File: src/rim_pkg.sv
// Package with register map, field layout and encodings of the radio event and pin-function block
package rim_pkg;

  // Register byte offsets on the APB slave
  localparam logic [7:0] OFF_STATUS   = 8'h00;
  localparam logic [7:0] OFF_MASK     = 8'h04;
  localparam logic [7:0] OFF_PINCFG   = 8'h08;
  localparam logic [7:0] OFF_IRQPIN   = 8'h0c;
  localparam logic [7:0] OFF_STATE    = 8'h10;

  // Reset values
  localparam logic [31:0] MASK_RST    = 32'h0000_0000;
  localparam logic [31:0] PINCFG_RST  = 32'h0000_0000;
  localparam logic [1:0]  IRQPIN_RST  = 2'h0;

  // Valid event bits: 0..19 and 28..29
  localparam logic [31:0] EVT_VALID   = 32'h300f_ffff;

  // Event bit positions
  localparam int EV_RX_READY   = 0;
  localparam int EV_RX_DISC    = 1;
  localparam int EV_TX_SENT    = 2;
  localparam int EV_MAX_RETX   = 3;
  localparam int EV_CRC_ERR    = 4;
  localparam int EV_TXQ_ERR    = 5;
  localparam int EV_RXQ_ERR    = 6;
  localparam int EV_TXQ_AFULL  = 7;
  localparam int EV_TXQ_AEMPTY = 8;
  localparam int EV_RXQ_AFULL  = 9;
  localparam int EV_RXQ_AEMPTY = 10;
  localparam int EV_BACKOFF    = 11;
  localparam int EV_PREAMBLE   = 12;
  localparam int EV_SYNC       = 13;
  localparam int EV_CARRIER    = 14;
  localparam int EV_WAKE_TOUT  = 15;
  localparam int EV_READY      = 16;
  localparam int EV_STBY_PEND  = 17;
  localparam int EV_LOW_BATT   = 18;
  localparam int EV_POR        = 19;
  localparam int EV_RX_TOUT    = 28;
  localparam int EV_SNIFF_TOUT = 29;

  // Pin configuration field layout: pin n uses bits [8n+4:8n] code, bit 8n+7 input mode
  localparam int PIN_CNT       = 4;
  localparam int SEL_W         = 5;
  localparam int PIN_STRIDE    = 8;

  // Output selection codes
  localparam logic [4:0] OUT_REQ_N      = 5'h00;
  localparam logic [4:0] OUT_POR_N      = 5'h01;
  localparam logic [4:0] OUT_WAKE_EXP   = 5'h02;
  localparam logic [4:0] OUT_LOW_BATT   = 5'h03;
  localparam logic [4:0] OUT_TX_CLK     = 5'h04;
  localparam logic [4:0] OUT_TX_CMD     = 5'h05;
  localparam logic [4:0] OUT_Q_AEMPTY   = 5'h06;
  localparam logic [4:0] OUT_Q_AFULL    = 5'h07;
  localparam logic [4:0] OUT_RX_DATA    = 5'h08;
  localparam logic [4:0] OUT_RX_CLK     = 5'h09;
  localparam logic [4:0] OUT_RX_ENTER   = 5'h0a;
  localparam logic [4:0] OUT_AWAKE      = 5'h0b;
  localparam logic [4:0] OUT_STANDBY    = 5'h0c;
  localparam logic [4:0] OUT_ANT_SW     = 5'h0d;
  localparam logic [4:0] OUT_PREAMBLE   = 5'h0e;
  localparam logic [4:0] OUT_SYNC       = 5'h0f;
  localparam logic [4:0] OUT_CARRIER    = 5'h10;
  localparam logic [4:0] OUT_TRX_MODE   = 5'h12;
  localparam logic [4:0] OUT_HIGH       = 5'h13;
  localparam logic [4:0] OUT_LOW        = 5'h14;
  localparam logic [4:0] OUT_REG_EN     = 5'h15;
  localparam logic [4:0] OUT_SLEEP      = 5'h16;
  localparam logic [4:0] OUT_READY      = 5'h17;
  localparam logic [4:0] OUT_LOCK       = 5'h18;
  localparam logic [4:0] OUT_WAIT_LOCK  = 5'h19;
  localparam logic [4:0] OUT_OOK_LEVEL  = 5'h1a;
  localparam logic [4:0] OUT_WAIT_OSC   = 5'h1b;
  localparam logic [4:0] OUT_WAIT_PWR   = 5'h1c;
  localparam logic [4:0] OUT_WAIT_CAL   = 5'h1d;
  localparam logic [4:0] OUT_SYN_FULL   = 5'h1e;

  // Input selection codes
  localparam logic [4:0] IN_TX_CMD      = 5'h00;
  localparam logic [4:0] IN_RX_CMD      = 5'h01;
  localparam logic [4:0] IN_TX_DATA     = 5'h02;
  localparam logic [4:0] IN_WAKE        = 5'h03;
  localparam logic [4:0] IN_SLOW_CLK    = 5'h04;

  // Radio states, Gray-coded along sleep-standby-ready-lock-rx-tx path
  typedef enum logic [2:0] {
    RIM_SLEEP   = 3'h0,
    RIM_STANDBY = 3'h1,
    RIM_READY   = 3'h3,
    RIM_LOCK    = 3'h2,
    RIM_RX      = 3'h6,
    RIM_TX      = 3'h7
  } rim_radio_e;

endpackage

File: src/rim_irq_pin_mux.sv
// Radio event flags, masks, request line and general-purpose pin function multiplexer
//
// The APB register port and the address map were chosen for this implementation.
`timescale 1ns/1ps
`default_nettype none

// Behaviour
// - Combined request is routed to the software-selected general-purpose pin.
// - Packet events sit at status bits 0 to 4.
// - Queue events sit at status bits 5 to 10.
// - Bit 11 sets when channel access exhausts its back-off attempts.
// - Preamble, sync and carrier events sit at bits 12 to 14.
// - Device and timer events use bits 15 to 19 and 28 to 29.
// - Wake timeout flag sets only once the crystal clock runs.
// - Ready flag sets on each ready entry after crystal readiness.
// - Status bits show occurred events and clear when the host reads them.
// - A zero mask bit stops its event from raising a request.
// - Events are reported only in their associated radio states; low battery is reported in every state.
// - Four pins, each with its own output and input function.
// - Output codes 0 to 4: request, por inverted, wake, battery, tx clock.
// - Transmit data input is sampled on each rising pclk edge; the tx clock only goes out on a pin.
// - Output codes 6 to 9: queue nearly empty, nearly full, rx data, rx clock.
// - Codes 10, 11, 12, 22, 23, 24 give radio state indications.
// - Codes 13 to 18: antenna switch, preamble, sync, carrier, tx/rx; 17 reserved.
// - Code 19 drives high, 20 low, 21 the switching regulator enable.
// - Codes 25 to 30 expose wait states, the on-off keyed tx level (26) and synthesizer enable; 31 reserved.
// - Input codes 0, 1, 2: tx command, rx command, tx data.
// - Input 3 wakes, 4 takes the slow clock, 5 to 31 do nothing.
// - Non-persistent channel access reaching its back-off limit raises the event.
module rim_irq_pin_mux (
  input  wire logic        pclk,
  input  wire logic        presetn,
  input  wire logic        psel,
  input  wire logic        penable,
  input  wire logic        pwrite,
  input  wire logic [7:0]  paddr,
  input  wire logic [31:0] pwdata,
  output logic      [31:0] prdata,
  output logic             pready,
  output logic             pslverr,
  input  wire logic [31:0] event_pulse,
  input  wire logic        backoff_limit_event,
  input  wire logic        backoff_persistent,
  input  wire logic        crystal_oscillator_ready,
  input  wire logic [2:0]  radio_state,
  input  wire logic        rx_entering,
  input  wire logic [12:0] pin_sources,
  input  wire logic        tx_data_clk,
  input  wire logic [3:0]  gpio_in,
  output logic      [3:0]  gpio_out,
  output logic      [3:0]  gpio_oe,
  output logic             ext_tx_cmd,
  output logic             ext_rx_cmd,
  output logic             ext_tx_data,
  output logic             ext_wake,
  output logic             ext_slow_clk,
  output logic             event_request_n
);

  // pin_sources: 0 por, 1 wake expired, 2 low batt, 3 tx cmd info, 4 q nearly empty,
  // 5 q nearly full, 6 rx data, 7 rx clk, 8 antenna switch, 9 regulator enable,
  // 10 wait lock, 11 onoff_keyed_tx_level, 12 wait osc_ready_level; waits below.
  typedef struct packed {
    logic [31:0] status;
    logic [31:0] mask;
    logic [31:0] pincfg;
    logic [1:0]  irq_pin;
    logic        wake_pend;
    logic        xo_q;
    logic        txclk_q;
    logic [31:0] prdata;
    logic        pready;
    logic        pslverr;
    logic [3:0]  gout;
    logic [3:0]  goe;
    logic        tx_cmd;
    logic        rx_cmd;
    logic        tx_data;
    logic        wake;
    logic        slow_clk;
    logic        req_n;
  } rim_state_s;

  rim_state_s q;
  rim_state_s d;

  rim_pkg::rim_radio_e st;
  logic [31:0] allowed;
  logic [31:0] raw;
  logic [31:0] pend;
  logic        any_pend;
  logic        bus_rd;
  logic        bus_wr;
  logic        status_rd;
  logic [3:0]  pin_val;
  logic [3:0]  sel_is_in_tx;
  logic [3:0]  sel_is_in_rx;
  logic [3:0]  sel_is_in_dat;
  logic [3:0]  sel_is_in_wk;
  logic [3:0]  sel_is_in_clk;
  localparam int SEL_W_L = rim_pkg::SEL_W;

  logic [SEL_W_L-1:0] sel [4];

  assign st = rim_pkg::rim_radio_e'(radio_state);

  // Per-event state qualification
  always_comb begin
    allowed = '0;
    allowed[rim_pkg::EV_RX_READY]   = (st == rim_pkg::RIM_READY);
    allowed[rim_pkg::EV_RX_DISC]    = (st == rim_pkg::RIM_READY);
    allowed[rim_pkg::EV_TX_SENT]    = (st == rim_pkg::RIM_READY);
    allowed[rim_pkg::EV_MAX_RETX]   = (st == rim_pkg::RIM_READY);
    allowed[rim_pkg::EV_CRC_ERR]    = (st == rim_pkg::RIM_READY);
    allowed[rim_pkg::EV_TXQ_ERR]    = (st == rim_pkg::RIM_TX) || (st == rim_pkg::RIM_READY);
    allowed[rim_pkg::EV_RXQ_ERR]    = (st == rim_pkg::RIM_RX) || (st == rim_pkg::RIM_READY);
    allowed[rim_pkg::EV_TXQ_AFULL]  = (st == rim_pkg::RIM_TX) || (st == rim_pkg::RIM_READY);
    allowed[rim_pkg::EV_TXQ_AEMPTY] = (st == rim_pkg::RIM_TX);
    allowed[rim_pkg::EV_RXQ_AFULL]  = (st == rim_pkg::RIM_RX);
    allowed[rim_pkg::EV_RXQ_AEMPTY] = (st == rim_pkg::RIM_RX) || (st == rim_pkg::RIM_READY);
    allowed[rim_pkg::EV_BACKOFF]    = (st == rim_pkg::RIM_READY);
    allowed[rim_pkg::EV_PREAMBLE]   = (st == rim_pkg::RIM_RX);
    allowed[rim_pkg::EV_SYNC]       = (st == rim_pkg::RIM_RX);
    allowed[rim_pkg::EV_CARRIER]    = (st == rim_pkg::RIM_RX);
    allowed[rim_pkg::EV_WAKE_TOUT]  = (st == rim_pkg::RIM_READY) || (st == rim_pkg::RIM_TX)
                                      || (st == rim_pkg::RIM_RX);
    allowed[rim_pkg::EV_READY]      = (st == rim_pkg::RIM_READY);
    allowed[rim_pkg::EV_STBY_PEND]  = (st == rim_pkg::RIM_STANDBY);
    allowed[rim_pkg::EV_LOW_BATT]   = 1'b1;
    allowed[rim_pkg::EV_POR]        = (st == rim_pkg::RIM_READY);
    allowed[rim_pkg::EV_RX_TOUT]    = (st == rim_pkg::RIM_READY);
    allowed[rim_pkg::EV_SNIFF_TOUT] = (st == rim_pkg::RIM_READY);
  end

  // Raw event vector; bits outside the map never set
  always_comb begin
    raw = event_pulse & rim_pkg::EVT_VALID;
    // Back-off limit only counts in non-persistent mode
    raw[rim_pkg::EV_BACKOFF] = backoff_limit_event & ~backoff_persistent;
    // Wake timeout waits for the crystal clock; held pending so it is not lost
    raw[rim_pkg::EV_WAKE_TOUT] = (q.wake_pend | event_pulse[rim_pkg::EV_WAKE_TOUT]) & q.xo_q;
    // Ready flag only on entry with crystal ready
    raw[rim_pkg::EV_READY] = event_pulse[rim_pkg::EV_READY] & q.xo_q;
  end

  assign bus_rd    = psel & penable & ~pwrite;
  assign bus_wr    = psel & penable & pwrite;
  assign status_rd = bus_rd && q.pready && (paddr == rim_pkg::OFF_STATUS);
  assign pend      = q.status & q.mask;
  assign any_pend  = |pend;

  // Pin function decode: one slice per pin
  genvar gi;
  generate
    for (gi = 0; gi < rim_pkg::PIN_CNT; gi++) begin : g_pin
      assign sel[gi] = q.pincfg[gi*rim_pkg::PIN_STRIDE +: SEL_W_L];
      always_comb begin
        pin_val[gi] = 1'b0;
        case (sel[gi])
          rim_pkg::OUT_REQ_N:     pin_val[gi] = ~any_pend;
          rim_pkg::OUT_POR_N:     pin_val[gi] = ~pin_sources[0];
          rim_pkg::OUT_WAKE_EXP:  pin_val[gi] = pin_sources[1];
          rim_pkg::OUT_LOW_BATT:  pin_val[gi] = pin_sources[2];
          rim_pkg::OUT_TX_CLK:    pin_val[gi] = q.txclk_q;
          rim_pkg::OUT_TX_CMD:    pin_val[gi] = pin_sources[3];
          rim_pkg::OUT_Q_AEMPTY:  pin_val[gi] = pin_sources[4];
          rim_pkg::OUT_Q_AFULL:   pin_val[gi] = pin_sources[5];
          rim_pkg::OUT_RX_DATA:   pin_val[gi] = pin_sources[6];
          rim_pkg::OUT_RX_CLK:    pin_val[gi] = pin_sources[7];
          rim_pkg::OUT_RX_ENTER:  pin_val[gi] = rx_entering;
          rim_pkg::OUT_AWAKE:     pin_val[gi] = (st != rim_pkg::RIM_SLEEP) && (st != rim_pkg::RIM_STANDBY);
          rim_pkg::OUT_STANDBY:   pin_val[gi] = (st == rim_pkg::RIM_STANDBY);
          rim_pkg::OUT_ANT_SW:    pin_val[gi] = pin_sources[8];
          rim_pkg::OUT_PREAMBLE:  pin_val[gi] = q.status[rim_pkg::EV_PREAMBLE];
          rim_pkg::OUT_SYNC:      pin_val[gi] = q.status[rim_pkg::EV_SYNC];
          rim_pkg::OUT_CARRIER:   pin_val[gi] = event_pulse[rim_pkg::EV_CARRIER];
          rim_pkg::OUT_TRX_MODE:  pin_val[gi] = (st == rim_pkg::RIM_TX) || (st == rim_pkg::RIM_RX);
          rim_pkg::OUT_HIGH:      pin_val[gi] = 1'b1;
          rim_pkg::OUT_LOW:       pin_val[gi] = 1'b0;
          rim_pkg::OUT_REG_EN:    pin_val[gi] = pin_sources[9];
          rim_pkg::OUT_SLEEP:     pin_val[gi] = (st == rim_pkg::RIM_SLEEP);
          rim_pkg::OUT_READY:     pin_val[gi] = (st == rim_pkg::RIM_READY);
          rim_pkg::OUT_LOCK:      pin_val[gi] = (st == rim_pkg::RIM_LOCK);
          rim_pkg::OUT_WAIT_LOCK: pin_val[gi] = pin_sources[10];
          rim_pkg::OUT_OOK_LEVEL: pin_val[gi] = pin_sources[11];
          rim_pkg::OUT_WAIT_OSC:  pin_val[gi] = pin_sources[12];
          rim_pkg::OUT_WAIT_PWR:  pin_val[gi] = ~q.xo_q;
          rim_pkg::OUT_WAIT_CAL:  pin_val[gi] = (st == rim_pkg::RIM_LOCK);
          rim_pkg::OUT_SYN_FULL:  pin_val[gi] = (st == rim_pkg::RIM_LOCK) || (st == rim_pkg::RIM_RX)
                                                || (st == rim_pkg::RIM_TX);
          default:                pin_val[gi] = 1'b0;
        endcase
      end
      // Bit 7 of each pin byte turns the pin into an input
      assign sel_is_in_tx[gi]  = q.pincfg[gi*rim_pkg::PIN_STRIDE + 7] && sel[gi] == rim_pkg::IN_TX_CMD;
      assign sel_is_in_rx[gi]  = q.pincfg[gi*rim_pkg::PIN_STRIDE + 7] && sel[gi] == rim_pkg::IN_RX_CMD;
      assign sel_is_in_dat[gi] = q.pincfg[gi*rim_pkg::PIN_STRIDE + 7] && sel[gi] == rim_pkg::IN_TX_DATA;
      assign sel_is_in_wk[gi]  = q.pincfg[gi*rim_pkg::PIN_STRIDE + 7] && sel[gi] == rim_pkg::IN_WAKE;
      assign sel_is_in_clk[gi] = q.pincfg[gi*rim_pkg::PIN_STRIDE + 7] && sel[gi] == rim_pkg::IN_SLOW_CLK;
    end
  endgenerate

  always_comb begin
    d = q;
    d.xo_q    = crystal_oscillator_ready;
    d.txclk_q = tx_data_clk;
    // Wake timeout waits here until the crystal clock is up
    d.wake_pend = (q.wake_pend | event_pulse[rim_pkg::EV_WAKE_TOUT]) & ~q.xo_q;
    // Read clears only the bits handed out at setup, so a flag set during the access survives; set wins
    d.status = (status_rd ? (q.status & ~q.prdata) : q.status) | (raw & allowed);
    d.pready  = psel & ~penable;
    d.pslverr = 1'b0;
    if (psel && !penable) begin
      if (paddr == rim_pkg::OFF_STATUS) begin
        d.prdata = q.status;
      end else if (paddr == rim_pkg::OFF_MASK) begin
        d.prdata = q.mask;
      end else if (paddr == rim_pkg::OFF_PINCFG) begin
        d.prdata = q.pincfg;
      end else if (paddr == rim_pkg::OFF_IRQPIN) begin
        d.prdata = {30'h0, q.irq_pin};
      end else if (paddr == rim_pkg::OFF_STATE) begin
        d.prdata = {28'h000_0000, q.xo_q, radio_state};
      end else begin
        d.prdata  = 32'h0000_0000;
        d.pslverr = ~pwrite;
      end
      if (pwrite && !(paddr == rim_pkg::OFF_MASK || paddr == rim_pkg::OFF_PINCFG
                      || paddr == rim_pkg::OFF_IRQPIN || paddr == rim_pkg::OFF_STATUS
                      || paddr == rim_pkg::OFF_STATE)) begin
        d.pslverr = 1'b1;
      end
    end
    if (bus_wr && q.pready) begin
      if (paddr == rim_pkg::OFF_MASK) begin
        d.mask = pwdata & rim_pkg::EVT_VALID;
      end else if (paddr == rim_pkg::OFF_PINCFG) begin
        d.pincfg = pwdata;
      end else if (paddr == rim_pkg::OFF_IRQPIN) begin
        d.irq_pin = pwdata[1:0];
      end
    end
    // Request follows registered pairs, so it drops the cycle after the clearing read
    d.req_n = ~any_pend;
    d.gout  = 4'h0;
    d.goe   = 4'h0;
    for (int i = 0; i < rim_pkg::PIN_CNT; i++) begin
      d.goe[i]  = ~q.pincfg[i*rim_pkg::PIN_STRIDE + 7];
      d.gout[i] = pin_val[i];
    end
    // Selected request pin overrides its own function
    d.gout[q.irq_pin] = ~any_pend;
    d.goe[q.irq_pin]  = 1'b1;
    // Inputs are level samples; unused codes have no effect
    d.tx_cmd   = |(sel_is_in_tx & gpio_in);
    d.rx_cmd   = |(sel_is_in_rx & gpio_in);
    d.tx_data  = |(sel_is_in_dat & gpio_in);
    d.wake     = |(sel_is_in_wk & gpio_in);
    d.slow_clk = |(sel_is_in_clk & gpio_in);
  end

  always_ff @(posedge pclk or negedge presetn) begin
    if (!presetn) begin
      q         <= '0;
      q.mask    <= rim_pkg::MASK_RST;
      q.pincfg  <= rim_pkg::PINCFG_RST;
      q.irq_pin <= rim_pkg::IRQPIN_RST;
      q.req_n   <= 1'b1;
      q.goe     <= 4'h1;
      q.gout    <= 4'h1;
    end else begin
      q <= d;
    end
  end

  assign prdata          = q.prdata;
  assign pready          = q.pready;
  assign pslverr         = q.pslverr;
  assign gpio_out        = q.gout;
  assign gpio_oe         = q.goe;
  assign ext_tx_cmd      = q.tx_cmd;
  assign ext_rx_cmd      = q.rx_cmd;
  assign ext_tx_data     = q.tx_data;
  assign ext_wake        = q.wake;
  assign ext_slow_clk    = q.slow_clk;
  assign event_request_n = q.req_n;

endmodule // rim_irq_pin_mux

`default_nettype wire

File: config.mk
export PLATFORM = sky130hd
export DESIGN_NAME = rim_irq_pin_mux
export DESIGN_NICKNAME = d
export VERILOG_FILES = /design/src/rim_pkg.sv /design/src/rim_irq_pin_mux.sv
export SDC_FILE = /design/constraint.sdc
export NUM_CORES = 1
export LEC_CHECK = 0
export BUFFER_PORTS_ARGS = -buffer_cell sky130_fd_sc_hd__buf_4
export CAP_MARGIN = 20
export CORE_AREA = 2 2 147 106
export DETAILED_ROUTE_END_ITERATION = 10
export DIE_AREA = 0 0 149 108
export PLACE_DENSITY = 0.83
export SYNTH_ARGS = -nofsm -noshare
export SYNTH_HDL_FRONTEND = slang
export SYNTH_SLANG_ARGS = --single-unit
File: constraint.sdc
create_clock -name pclk -period 3.6 [get_ports pclk]
set_clock_uncertainty 0.05 [all_clocks]
set_input_delay 0.54 -clock pclk [delete_from_list [all_inputs] [get_ports pclk]]
set_output_delay 0.54 -clock pclk [all_outputs]
set_load 0.05 [all_outputs]
# Word level (Yosys, flattened, before mapping)
# Cells that the tools add are included.
# totals
elab_cells	253
output_inout_bits	48
ff_bits	139
in_bits	102
# classes
n_mux	20
n_reduce_logical	59
magnitude_cmp	2
n_eq_ne	122
bitwise	32
# ops
op	count
$eq 5x5->1 const B	52
$eq 5x4->1 const B	32
$mux 32	4
$pmux 1 s28	4
$eq 5x3->1 const B	16
$eq 5x2->1 const B	8
$and 32x30->32	1
$and 32x32->32	1
$not 32->32	1
$or 32x30->32	1
$reduce_or 32->1	1
$and 30x30->30	1
$logic_and 1x1->1	27
$and 4x4->4	5
$eq 5x1->1 const B	4
$logic_not 5->1	4
$reduce_or 4->1	5
$eq 8x4->1 const B	2
$not 1->1	12
$logic_or 1x1->1	10
$and 1x1->1	8
$eq 8x3->1 const B	1
$eq 8x5->1 const B	1
$logic_not 8->1	1
19 further kinds	33

# Depth between registers and ports, before layout
# Gate-level depths: netlist of the first run.
# logic_depth
depth_word	9
mapped_depth	8
mapped_depth_nobuf	5

# Least setup slack after synthesis of the first run
# Ideal clock, no wire load.
# synth_path
path_kind	in2reg
start	input paddr[1]
end	register q[54] (netlist bit)
t_required_ns	3.423
arrival_time_ns	2.434
path_buffers	3
cell_stages	8
setup_time_ns	0.127
path_slack_ns	0.989
cell_sequence	or4_4 or3_1 buf_2 nor3b_2 and2_1 buf_4 buf_6 mux2_1
# synth_between
elab_chain_cells	3
elab_cells_between_ends	4
classes_between	2 x eq/ne; 1 x bitwise; 1 x reduce/logical
# synth_rtl
element	line	rtl
start: declaration	rim_irq_pin_mux.sv:36	input wire logic [7:0] paddr,
$eq 8x3->1	rim_irq_pin_mux.sv:235	if (paddr == rim_pkg::OFF_MASK) begin
$not 1->1 (no line)	-	
$reduce_and 3->1 (no line) *	-	
end: declaration	rim_irq_pin_mux.sv:84	rim_state_s q;
# Every way passes the cells marked *; elsewhere a longest branch is shown, timed or not.
# A chain may end at the register's enable or synchronous reset.

# Worst setup path after layout of the first run
# layout_path
start	input paddr[1]
end	register q[69] (netlist bit)
# Same word-level chain as after synthesis.

==> results of run 1 <==
## through the flow
stage | setup slack, ns | utilization (%) | instances | area [um^2]
2_1_floorplan | 0.989 | - | 809 | 7900
3_3_place_gp | 0.783 | 59.9 | 1050 | 8710
3_5_place_dp | 0.727 | 59.9 | 1050 | 8710
4_1_cts | 1.13 | 64.4 | 1082 | 9370
5_1_grt | 1.06 | 64.4 | 1082 | 9370
6_report | 1.13 | 64.4 | 1082 | 9370
## metal layers
layer	wire length (um)	track usage, %
met2	10900	47.0
met5	0	0
met1	9960	44.4
met3	2980	7.09
met4	340	7.89
## final cells by class
class                   instances  area [um^2]
fillers                      1180         5170
multi-input cells             551         3780
well taps                     195          244
repair buffers                151         1150
flip-flops and latches        139         3480
clock buffers                  19          443
inverters                      14         52.6
clock inverters                13          213
## power by group through the flow
stage | Clock [mW] | Sequential, mW | Combinational (mW)
global placement | 0 | 1.64 | 0.312
CTS | 1.98 | 1.62 | 0.320
detailed placement | 0 | 1.65 | 0.316
floorplan | 0 | 1.64 | 0.143
global route | 2.05 | 1.62 | 0.346
finish | 1.97 | 1.62 | 0.323
## cell families after synthesis
family,Yosys count
compound gates,203
xor+xnor,3
simple gates,259
flops,139
mux,86
buf+inv,119
## placed cells by master (no fill, tap or decap), types with 14 or more instances in the layout
cell         n
o21ai_0     31
mux2i_1     27
a21oi_1     35
mux2_1      30
nor2_1      34
nand2b_1    15
a22oi_1     15
nand3_1     19
o31ai_1     25
a22o_1      18
nand2_1     84
mux2_2      29
dfrtp_1    136
buf_4      149
nor2b_1     18
nor3_1      18
inv_1       14
clkbuf_16   17
## final timing paths
| kind | end | slack [ns] | startpoint |
|---|---|---|---|
| hold reg to reg | q[139]$_DFFE_PN0P_ | 0.43 | prdata[22]$_DFFE_PN0P_ |
| min in group pclk | q[48]$_DFF_PN0_ | 0.18 | tx_data_clk |
| setup / recovery | q[69]$_DFFE_PN0P_ | 1.13 | paddr[1] |
| max in group asynchronous | pready$_DFF_PN0_ | 2.46 | presetn |
| setup reg to reg | gpio_out[2]$_DFF_PN0_ | 1.38 | q[130]$_DFF_PN0_ |
| hold / removal | prdata[30]$_DFFE_PN0P_ | 0.18 | presetn |
## worst reg2reg max path, delay by kind of cell, from the launching register on
kind | cells | cell delay [ns]
compound gates | 3 | 1.00
flops | 1 | 0.51
simple gates | 2 | 0.56
## registers in the layout, summed over array words and instances, names as in the netlist
signal           flops
gpio_oe              4
gpio_out             4
ext_tx_cmd           1
q                   91
ext_rx_cmd           1
ext_slow_clk         1
pready               1
ext_tx_data          1
event_request_n      1
ext_wake             1
pslverr              1
prdata              32
==> impl_results.md, run 1 <==
- Critical path's largest stage delay: 0.56 ns
- P_leak: 4.17 nW
- Hold crit path type: in2async
- Rel. slew slack: 32.7%
- CTS tree: built
- Final setup vio count: 0
- Type of destination of the critical path: flip-flop
- DR vias: 7040
- Crit path required time: 3.85 ns
- Synth Area per Inst: 9.76 um^2
- Area share of fa/ha/maj cells after synthesis: 0%
- WL/cell: 22.3 um
- Final HPWL DP: 16200 um
- Post-synth EDFFs: 0
- WHS: 0.179 ns
- Post-Syn Area: 7900 um^2
- Fraction of registers with async set/reset: 100%
- Clock Path Buffers: 2
- VDD IR-drop max: 0.252 mV
- Synth top area share: 43.1%
- Largest family of logic cells by synthesized area: compound AO/OA/AOI/OAI gates
- Vias in the first global route: 6622
- Die Y: 108 um
- Post-route ant nets: 0
- Worst skew pair latency: 0.42 ns
- Total power: 3.91 mW
- CP Depth: 7
- Netlist cell types: 68
- Largest net degree at the start of global routing: 110
- Slowest CP cell: or4_4
- Setup TNS: 0 ns
- DRC: 0
- Initial antenna violation count: 0
- Crit Path Class: in2reg
- Total GRT Usage: 30.7%
- Comb pwr share: 8.3%
- Synth Area in XOR/XNOR: 0.333%
- GRT Residual Overflow: 0
- Commonest cells post-synth: dfrtp_1, nand2_1, clkbuf_1
- Sw Ratio: 24.0%
- Top cells by area, synth: dfrtp_1, mux2_1, mux2_2, buf_4, nand2_1
- Syn_nets: 911
- Die ar.: 16100 um^2
- Core Box Area: 14500 um^2
- Crit path arrival time: 2.73 ns
- # IOs: 150
- Final period util: 68.7%
- Switch Pwr: 939 uW
- H-tree depth: 4
- Most common cell in the netlist: dfrtp_1
- Internal Power: 2.97 mW
- Gates resized, CTS repair: 0
- Yosys reg bits: 139
- Most frequent cell on the critical path: buf_4
- Fin nets: 976
- Endpoints failing hold: 0
- Synth Flop Type: dfrtp_1
- Cells after synthesis: 809
- Simple logic cell fraction of the synthesized area: 17.5%
- Buffers on Ports: 138
- Slew @ Worst Pin: 1.01 ns
- PD cells: 418 nW/um^2
- Compound-gate portion of the synthesized area: 18.2%
- Worst Reg2Reg Path Length in Cells: 5
- Starting Density: 54.3%
- Worst-path clk slew: 0.06 ns
- Inserted Diodes: 0
- Crit path time final: 2.47 ns
- Drt total wl: 24200 um
- Gpl congestion: 0.973
- Layout area overhead: 18.6%
- First-pass GRT wire length: 37700 um
- Num CTS Buffers: 17
- # rows: 37
- Number of vias per cell: 6.51
- Synth area leader: dfrtp_1
- Hold_buf cts: 0
- Clock Root Buffer: clkbuf_16
- Post-CTS Repair Setup Buffers: 0
- Upper clock frequency limit: 404 MHz
- Share of layout cells above drive strength 1: 25.7%
- Crit-path cells: buf_4 > or4_4 > or3_1 > nor3b_2 > and2_1 > buf_4 > mux2_1
- Starting DRT DRC Count: 957
- RSZ-0062 raised after global routing: false
- Post-synthesis mux area share: 11.8%
- Yosys warning count: 0
- Seq/Total Area, Yosys: 44.1%
- Crit-path leading delay family: simple AND/OR/NAND/NOR gates
- Die W: 149 um
- Max Cap Viol: 0
- Status: completed
- Number of clock sinks: 139
- Clk pwr share: 50.3%
- Worst Path Max Fanout: 20
- Slew Viols, Final: 0
- Pre-Repair DR Iteration Count: 6
- Crit path launch type: input port
- Flop pwr share: 41.4%
- Buffers & Inverters on Critical Path: 2
Note: power is estimated with default switching activity, not from simulation.
==> run 2, diff against run 1 <==
--- a/config.mk
+++ b/config.mk
@@ -7,10 +7,10 @@
 export LEC_CHECK = 0
 export BUFFER_PORTS_ARGS = -buffer_cell sky130_fd_sc_hd__buf_4
 export CAP_MARGIN = 20
-export CORE_AREA = 2 2 147 106
+export CORE_AREA = 2 2 152 110
 export DETAILED_ROUTE_END_ITERATION = 10
-export DIE_AREA = 0 0 149 108
-export PLACE_DENSITY = 0.83
+export DIE_AREA = 0 0 154 112
+export PLACE_DENSITY = 0.81
 export SYNTH_ARGS = -nofsm -noshare
 export SYNTH_HDL_FRONTEND = slang
 export SYNTH_SLANG_ARGS = --single-unit
==> constraint.sdc (replaced) <==
create_clock -name pclk -period 2 [get_ports pclk]
set_clock_uncertainty 0.05 [all_clocks]
set_input_delay 0.3 -clock pclk [delete_from_list [all_inputs] [get_ports pclk]]
set_output_delay 0.3 -clock pclk [all_outputs]
set_load 0.05 [all_outputs]
==> impl_results.md, run 2 (same netlist as run 1, synthesis figures left out) <==
- FF-to-FF Start: q[69]$_DFFE_PN0P_
- DR vias: 7242 (+2.9%)
- Final HPWL DP: 17700 um (+9.4%)
- P_leak: 4.55 nW (+9.1%)
- WL/cell: 22.1 um (-1.3%)
- Layout area overhead: 27.5%
- Number of flip-flops in the largest register: 91 (unchanged)
- Commonest non-fill, non-tap cell in the layout: buf_4
- Slowest CP cell: or4_4
- Comb pwr share: 9.7% (+1.4 points)
- Starting Density: 49.8% (-4.5 points)
- CTS tree: built
- Met3 WL: 2930 um (-1.7%)
- Crit-path leading delay family: simple AND/OR/NAND/NOR gates
- Slew @ Worst Pin: 0.564 ns (-0.446 ns)
- Number of vias per cell: 6.26 (-3.7%)
- Final period util: 103%
- Drt total wl: 25500 um (+5.4%)
- Hold_sp: event_pulse[28]
- Post-route ant nets: 0 (unchanged)
- # IOs: 150 (unchanged)
- Biggest register: q
- Crit-path cells: buf_6 > or4_4 > or3_4 > buf_6 > nor4_4 > buf_6 > buf_12 > nand2_1 > a32o_1
- Num CTS Buffers: 17 (unchanged)
- Clk pwr share: 48.0% (-2.3 points)
- Hold Path Sink: q[145]$_DFF_PN0_
- Crit path required time: 2.26 ns (-1.59 ns)
- Die ar.: 17200 um^2 (+7.2%)
- Crit path launch type: input port
- Reg2Reg Setup Slack: 0.07 ns (-1.31 ns)
- Inst Count DP: 1114 (+6.1%)
- First-pass GRT wire length: 38800 um (+2.9%)
- Vias in the first global route: 6949 (+4.9%)
- Switch Pwr: 1.66 mW (+77%)
- Clock Path Buffers: 2 (unchanged)
- Core Box Area: 15900 um^2 (+9.1%)
- Worst Hold Path Cells: 2
- Die W: 154 um (+3.4%)
- DRC: 0 (unchanged)
- Final Cell Area: 10100 um^2 (+7.5%)
- Total GRT Usage: 29.4% (-1.3 points)
- Max Cap Viol: 0 (unchanged)
- Clock Root Buffer: clkbuf_16
- Starting DRT DRC Count: 825 (-14%)
- Number of clock sinks: 139 (unchanged)
- Endpoints failing hold: 0 (unchanged)
- DP Area: 9220 um^2 (+5.8%)
- Gpl congestion: 0.945 (-2.9%)
- Commonest cells after routing, fill and taps aside: buf_4, dfrtp_1, nand2_1
- Pre-Repair DR Iteration Count: 6 (unchanged)
- Fin nets: 1040 (+6.6%)
- Status: finished with violations
- Initial antenna violation count: 0 (unchanged)
- Buffers on Ports: 138 (unchanged)
- Inserted Diodes: 0 (unchanged)
- Share of layout cells above drive strength 1: 32.4% (+6.7 points)
- Post-Route Utilization: 63.5% (-0.92 points)
- Upper clock frequency limit: 484 MHz
- Crit Reg-Reg Endpoint: gpio_out[2]$_DFF_PN0_
- Crit Path Class: in2reg
- Worst Reg2Reg Path Length in Cells: 6 (+1)
- Worst Path Max Fanout: 11 (-45%)
- # rows: 39 (+5.4%)
- Crit path time final: 2.07 ns
- Most frequent cell on the critical path: buf_6
- Critical path's largest stage delay: 0.52 ns (-0.04 ns)
- RSZ-0062 raised after global routing: true
- Slew Viols, Final: 0 (unchanged)
- Total power: 6.87 mW (+76%)
- M1 WL: 10700 um (+7.0%)
- Hold crit path type: in2reg
- H-tree depth: 4 (unchanged)
- Die Y: 112 um (+3.7%)
- GRT Residual Overflow: 0 (unchanged)
- Rel. slew slack: 62.4% (+30 points)
- Type of destination of the critical path: flip-flop
- Top Metal Used: met4
- Routed wl met2: 11400 um (+4.9%)
- Final WS setup: -0.0675 ns (-1.19 ns)
- VDD IR-drop max: 0.453 mV (+80%)
- Largest net degree at the start of global routing: 67 (-39%)
- Failing checks: negative setup slack
- Crit path arrival time: 2.33 ns (-0.40 ns)
- Buffers & Inverters on Critical Path: 4 (+2)
- Worst skew pair latency: 0.43 ns (about the same)
- Worst-path clk slew: 0.06 ns (about the same)
- Flop pwr share: 42.3% (+0.9 points)
- PD cells: 682 nW/um^2 (+63%)
- Final setup vio count: 44 (+44)
- Internal Power: 5.21 mW (+75%)
- Fin cells: 1156 (+6.8%)
- Sw Ratio: 24.2% (+0.17 points)
[run 2: changes by cell type in the layout (fill, tap and decap cells not counted), sizes merged, moves of 3 or more]
cell,previous run,this run
dlygate4sd3,0,4
clkbuf,19,24
buf,151,209
clkinv,2,5
[run 2: worst register-to-register path, cell delays in order, from the launching register on]
cell and delay (ns):
dfrtp_1 0.66, buf_4 0.26, xnor2_1 0.07, nand4_1 0.09, o211ai_1 0.11, nor3_1 0.35
o221ai_1 0.19
[run 2: timing repair]
item | in CTS | in global routing
setup endpoints to repair | 53 | 58
resized for setup | 9 | 22
pin swaps | 1 | 1
hold buffers | 4 | 0
hold endpoints to repair | 47 | 0
buffers inserted | 0 | 2
cloned | 1 | 3
[run 2: worst max-delay path by stage]
stage / from / end / slack (ns) / cells past startpoint
global placement: paddr[1] / q[84]$_DFFE_PN0P_ / -0.49 / 7
CTS: paddr[1] / q[84]$_DFFE_PN0P_ / -0.03 / 7
global route: paddr[1] / q[134]$_DFF_PN0_ / -0.11 / 9
floorplan: paddr[1] / q[54]$_DFFE_PN0P_ / -0.35 / 8
detailed placement: paddr[1] / q[69]$_DFFE_PN0P_ / -0.53 / 7
finish: paddr[1] / q[134]$_DFF_PN0_ / -0.07 / 9
[run 2: per-stage QoR]
| step | TNS, ns | setup slack (ns) | hold WS [ns] |
|---|---|---|---|
| after floorplan | -20.32 | -0.350 | -0.0456 |
| after global placement | -37.67 | -0.487 | 0.218 |
| after detailed placement | -40.13 | -0.530 | 0.225 |
| after CTS | -0.358 | -0.0310 | 0.0333 |
| after global routing | -2.91 | -0.110 | 0.0388 |
| final | -1.07 | -0.0675 | 0.0454 |
[run 2: cell type report]
type / count / area [um^2]
fill: 1226 / 5790
multi-input combinational: 551 / 3870
sequential: 139 / 3480
timing repair buffer: 215 / 1800
clock buffer: 22 / 474
tap: 205 / 256
clock inverter: 10 / 139
inverter: 14 / 52.6
[run 2: per-layer routing]
layer	vias up	GRT usage, %
met5	-	0
met4	0	9.22
met3	47	8.10
met2	462	44.2
met1	3539	41.6
li1	3194	-
[run 2: power groups by stage]
stage | logic, mW | registers [mW] | clock network [mW]
2_1_floorplan | 0.258 | 2.95 | 0
3_3_place_gp | 0.637 | 2.95 | 0
3_5_place_dp | 0.644 | 2.95 | 0
4_1_cts | 0.655 | 2.90 | 3.31
5_1_grt | 0.713 | 2.91 | 3.45
6_report | 0.670 | 2.90 | 3.30
==> run 3, diff against run 2 <==
--- a/config.mk
+++ b/config.mk
@@ -7,10 +7,11 @@
 export LEC_CHECK = 0
 export BUFFER_PORTS_ARGS = -buffer_cell sky130_fd_sc_hd__buf_4
 export CAP_MARGIN = 20
-export CORE_AREA = 2 2 152 110
+export CORE_AREA = 2 2 154 111
 export DETAILED_ROUTE_END_ITERATION = 10
-export DIE_AREA = 0 0 154 112
-export PLACE_DENSITY = 0.81
+export DIE_AREA = 0 0 156 113
+export PLACE_DENSITY = 0.77
+export RECOVER_POWER = 100
 export SYNTH_ARGS = -nofsm -noshare
 export SYNTH_HDL_FRONTEND = slang
 export SYNTH_SLANG_ARGS = --single-unit
==> constraint.sdc (replaced) <==
create_clock -name pclk -period 2.5 [get_ports pclk]
set_clock_uncertainty 0.05 [all_clocks]
set_input_delay 0.375 -clock pclk [delete_from_list [all_inputs] [get_ports pclk]]
set_output_delay 0.375 -clock pclk [all_outputs]
set_load 0.05 [all_outputs]
==> impl_results.md, run 3 (same netlist as run 1, synthesis figures left out) <==
- RSZ-0062 raised after global routing: false
- Commonest non-fill, non-tap cell in the layout: dfrtp_1
- Worst Path Max Fanout: 23 (+12)
- Post-CTS Repair Setup Buffers: 0 (unchanged)
- Final WS setup: 0.150 ns (+0.217 ns)
- Num CTS Buffers: 17 (unchanged)
- Slew @ Worst Pin: 1.76 ns (+1.20 ns)
- P_leak: 4.04 nW (-11%)
- DRC: 0 (unchanged)
- Final setup vio count: 0 (-100%)
- Number of clock sinks: 139 (unchanged)
- Comb pwr share: 8.8% (-0.9 points)
- Number of vias per cell: 6.31 (+0.76%)
- Fin nets: 995 (-4.3%)
- Switch Pwr: 1.35 mW (-19%)
- Crit path launch type: input port
- VDD IR-drop max: 0.359 mV (-21%)
- Crit path required time: 2.76 ns (+0.50 ns)
- Failing checks: max-capacitance violations, max-slew violations
- Die W: 156 um (+1.3%)
- GRT Residual Overflow: 0 (unchanged)
- Total GRT Usage: 27.5% (-2.0 points)
- Clock Path Buffers: 2 (unchanged)
- Post-route ant nets: 0 (unchanged)
- Final HPWL DP: 16900 um (-4.7%)
- Clk pwr share: 48.0% (about the same)
- DR vias: 7007 (-3.2%)
- Setup TNS: 0 ns (+1.07 ns)
- Biggest register: q
- Status: finished with violations
- Crit Path Class: in2reg
- Share of layout cells above drive strength 1: 20.9% (-12 points)
- Endpoints failing hold: 0 (unchanged)
- Post-Place Setup Slack: -0.0796 ns (+0.451 ns)
- Starting Density: 49.2% (-0.61 points)
- Number of flip-flops in the largest register: 91 (unchanged)
- Upper clock frequency limit: 426 MHz
- Commonest cells after routing, fill and taps aside: dfrtp_1, buf_4, nand2_1
- Worst skew pair latency: 0.43 ns (about the same)
- First-pass GRT wire length: 36700 um (-5.4%)
- Largest net degree at the start of global routing: 68 (+1.5%)
- H-tree depth: 4 (unchanged)
- Crit path arrival time: 2.61 ns (+0.28 ns)
- WHS: 0.0846 ns (+0.0392 ns)
- Total power: 5.38 mW (-22%)
- Post-Route Utilization: 57.8% (-5.7 points)
- Crit-path cells: clkbuf_4 > or4_4 > or3_1 > clkbuf_1 > nor4_1 > buf_12 > nand2_1 > a32o_1
- Starting DRT DRC Count: 725 (-12%)
- Hold_sp: event_pulse[18]
- Core Box Area: 16100 um^2 (+1.2%)
- CTS tree: built
- Crit path time final: 2.35 ns
- Layout area overhead: 17.5%
- WL/cell: 21.4 um (-3.0%)
- Gpl congestion: 0.910 (-3.8%)
- Hold crit path type: in2reg
- Rel. slew slack: -17.4% (-80 points)
- Internal Power: 4.03 mW (-23%)
- Buffers on Ports: 138 (unchanged)
- Sw Ratio: 25.0% (+0.85 points)
- Pre-Repair DR Iteration Count: 6 (unchanged)
- Final period util: 94.0%
- Initial antenna violation count: 0 (unchanged)
- Worst-path clk slew: 0.06 ns (about the same)
- # rows: 39 (unchanged)
- Worst Setup SP: paddr[1]
- FF-to-FF Start: q[130]$_DFF_PN0_
- Max Cap Viol: 1 (+1)
- Slew Viols, Final: 66 (+66)
- # IOs: 150 (unchanged)
- Slowest CP cell: or4_4
- PD cells: 580 nW/um^2 (-15%)
- Die Y: 113 um (+0.89%)
- Drt total wl: 23700 um (-6.9%)
- Die ar.: 17600 um^2 (+2.2%)
- Vias in the first global route: 6600 (-5.0%)
- Critical path's largest stage delay: 0.53 ns (about the same)
- Inserted Diodes: 0 (unchanged)
- Flop pwr share: 43.3% (+1.0 points)
- Clock Root Buffer: clkbuf_16
- Type of destination of the critical path: flip-flop
## run 3: worst max-delay path, delay by kind of cell
family                 cells  cell delay (ns)
and+or+nand+nor            4             1.48
buffers and inverters      3             0.53
AOI/OAI and AO/OA          1             0.22
## run 3: power groups by stage
| stage | combinational [mW] | sequential [mW] | clock [mW] |
|---|---|---|---|
| 2_1_floorplan | 0.206 | 2.36 | 0 |
| 3_3_place_gp | 0.473 | 2.36 | 0 |
| 3_5_place_dp | 0.478 | 2.37 | 0 |
| 4_1_cts | 0.485 | 2.33 | 2.61 |
| 5_1_grt | 0.508 | 2.33 | 2.71 |
| 6_report | 0.473 | 2.33 | 2.58 |
## run 3: final timing paths
kind | to | cells after the start | slack (ns)
hold / removal | q[135]$_DFF_PN0_ | 2 | 0.08
max in group asynchronous | ext_slow_clk$_DFF_PN0_ | 2 | 0.44
hold reg to reg | q[83]$_DFFE_PN0P_ | 1 | 0.44
setup reg to reg | gpio_out[0]$_DFF_PN1_ | 5 | 0.25
min in group asynchronous | prdata[30]$_DFFE_PN0P_ | 2 | 0.90
setup / recovery | q[133]$_DFF_PN0_ | 8 | 0.15
## run 3: layout make-up
class	instances	area, um^2
multi-input cells	551	3770
clock buffers	20	467
fillers	1395	6770
repair buffers	170	1120
flip-flops and latches	139	3480
inverters	14	52.6
well taps	205	256
clock inverters	11	134
## run 3: per-stage QoR
step                      cell area, um^2  std cells
after global routing                 9280       1110
after floorplan                      7900        809
final                                9280       1110
after detailed placement             8920       1076
after global placement               8920       1076
after CTS                            9550       1110
## run 3: what timing repair did
action                    CTS  global route
hold endpoints to repair   63             0
hold buffers                3             0
gates resized for setup     0             0
## run 3: metal layers
metal | global-route usage, % | wire length [um] | share of wire [%] | vias to the layer above
met5 | 0 | 0 | 0 | -
met4 | 8.81 | 497 | 2.1 | 0
met3 | 7.77 | 2800 | 12 | 51
met2 | 39.5 | 10200 | 43 | 453
met1 | 40.2 | 10300 | 43 | 3396
li1 | - | - | - | 3107
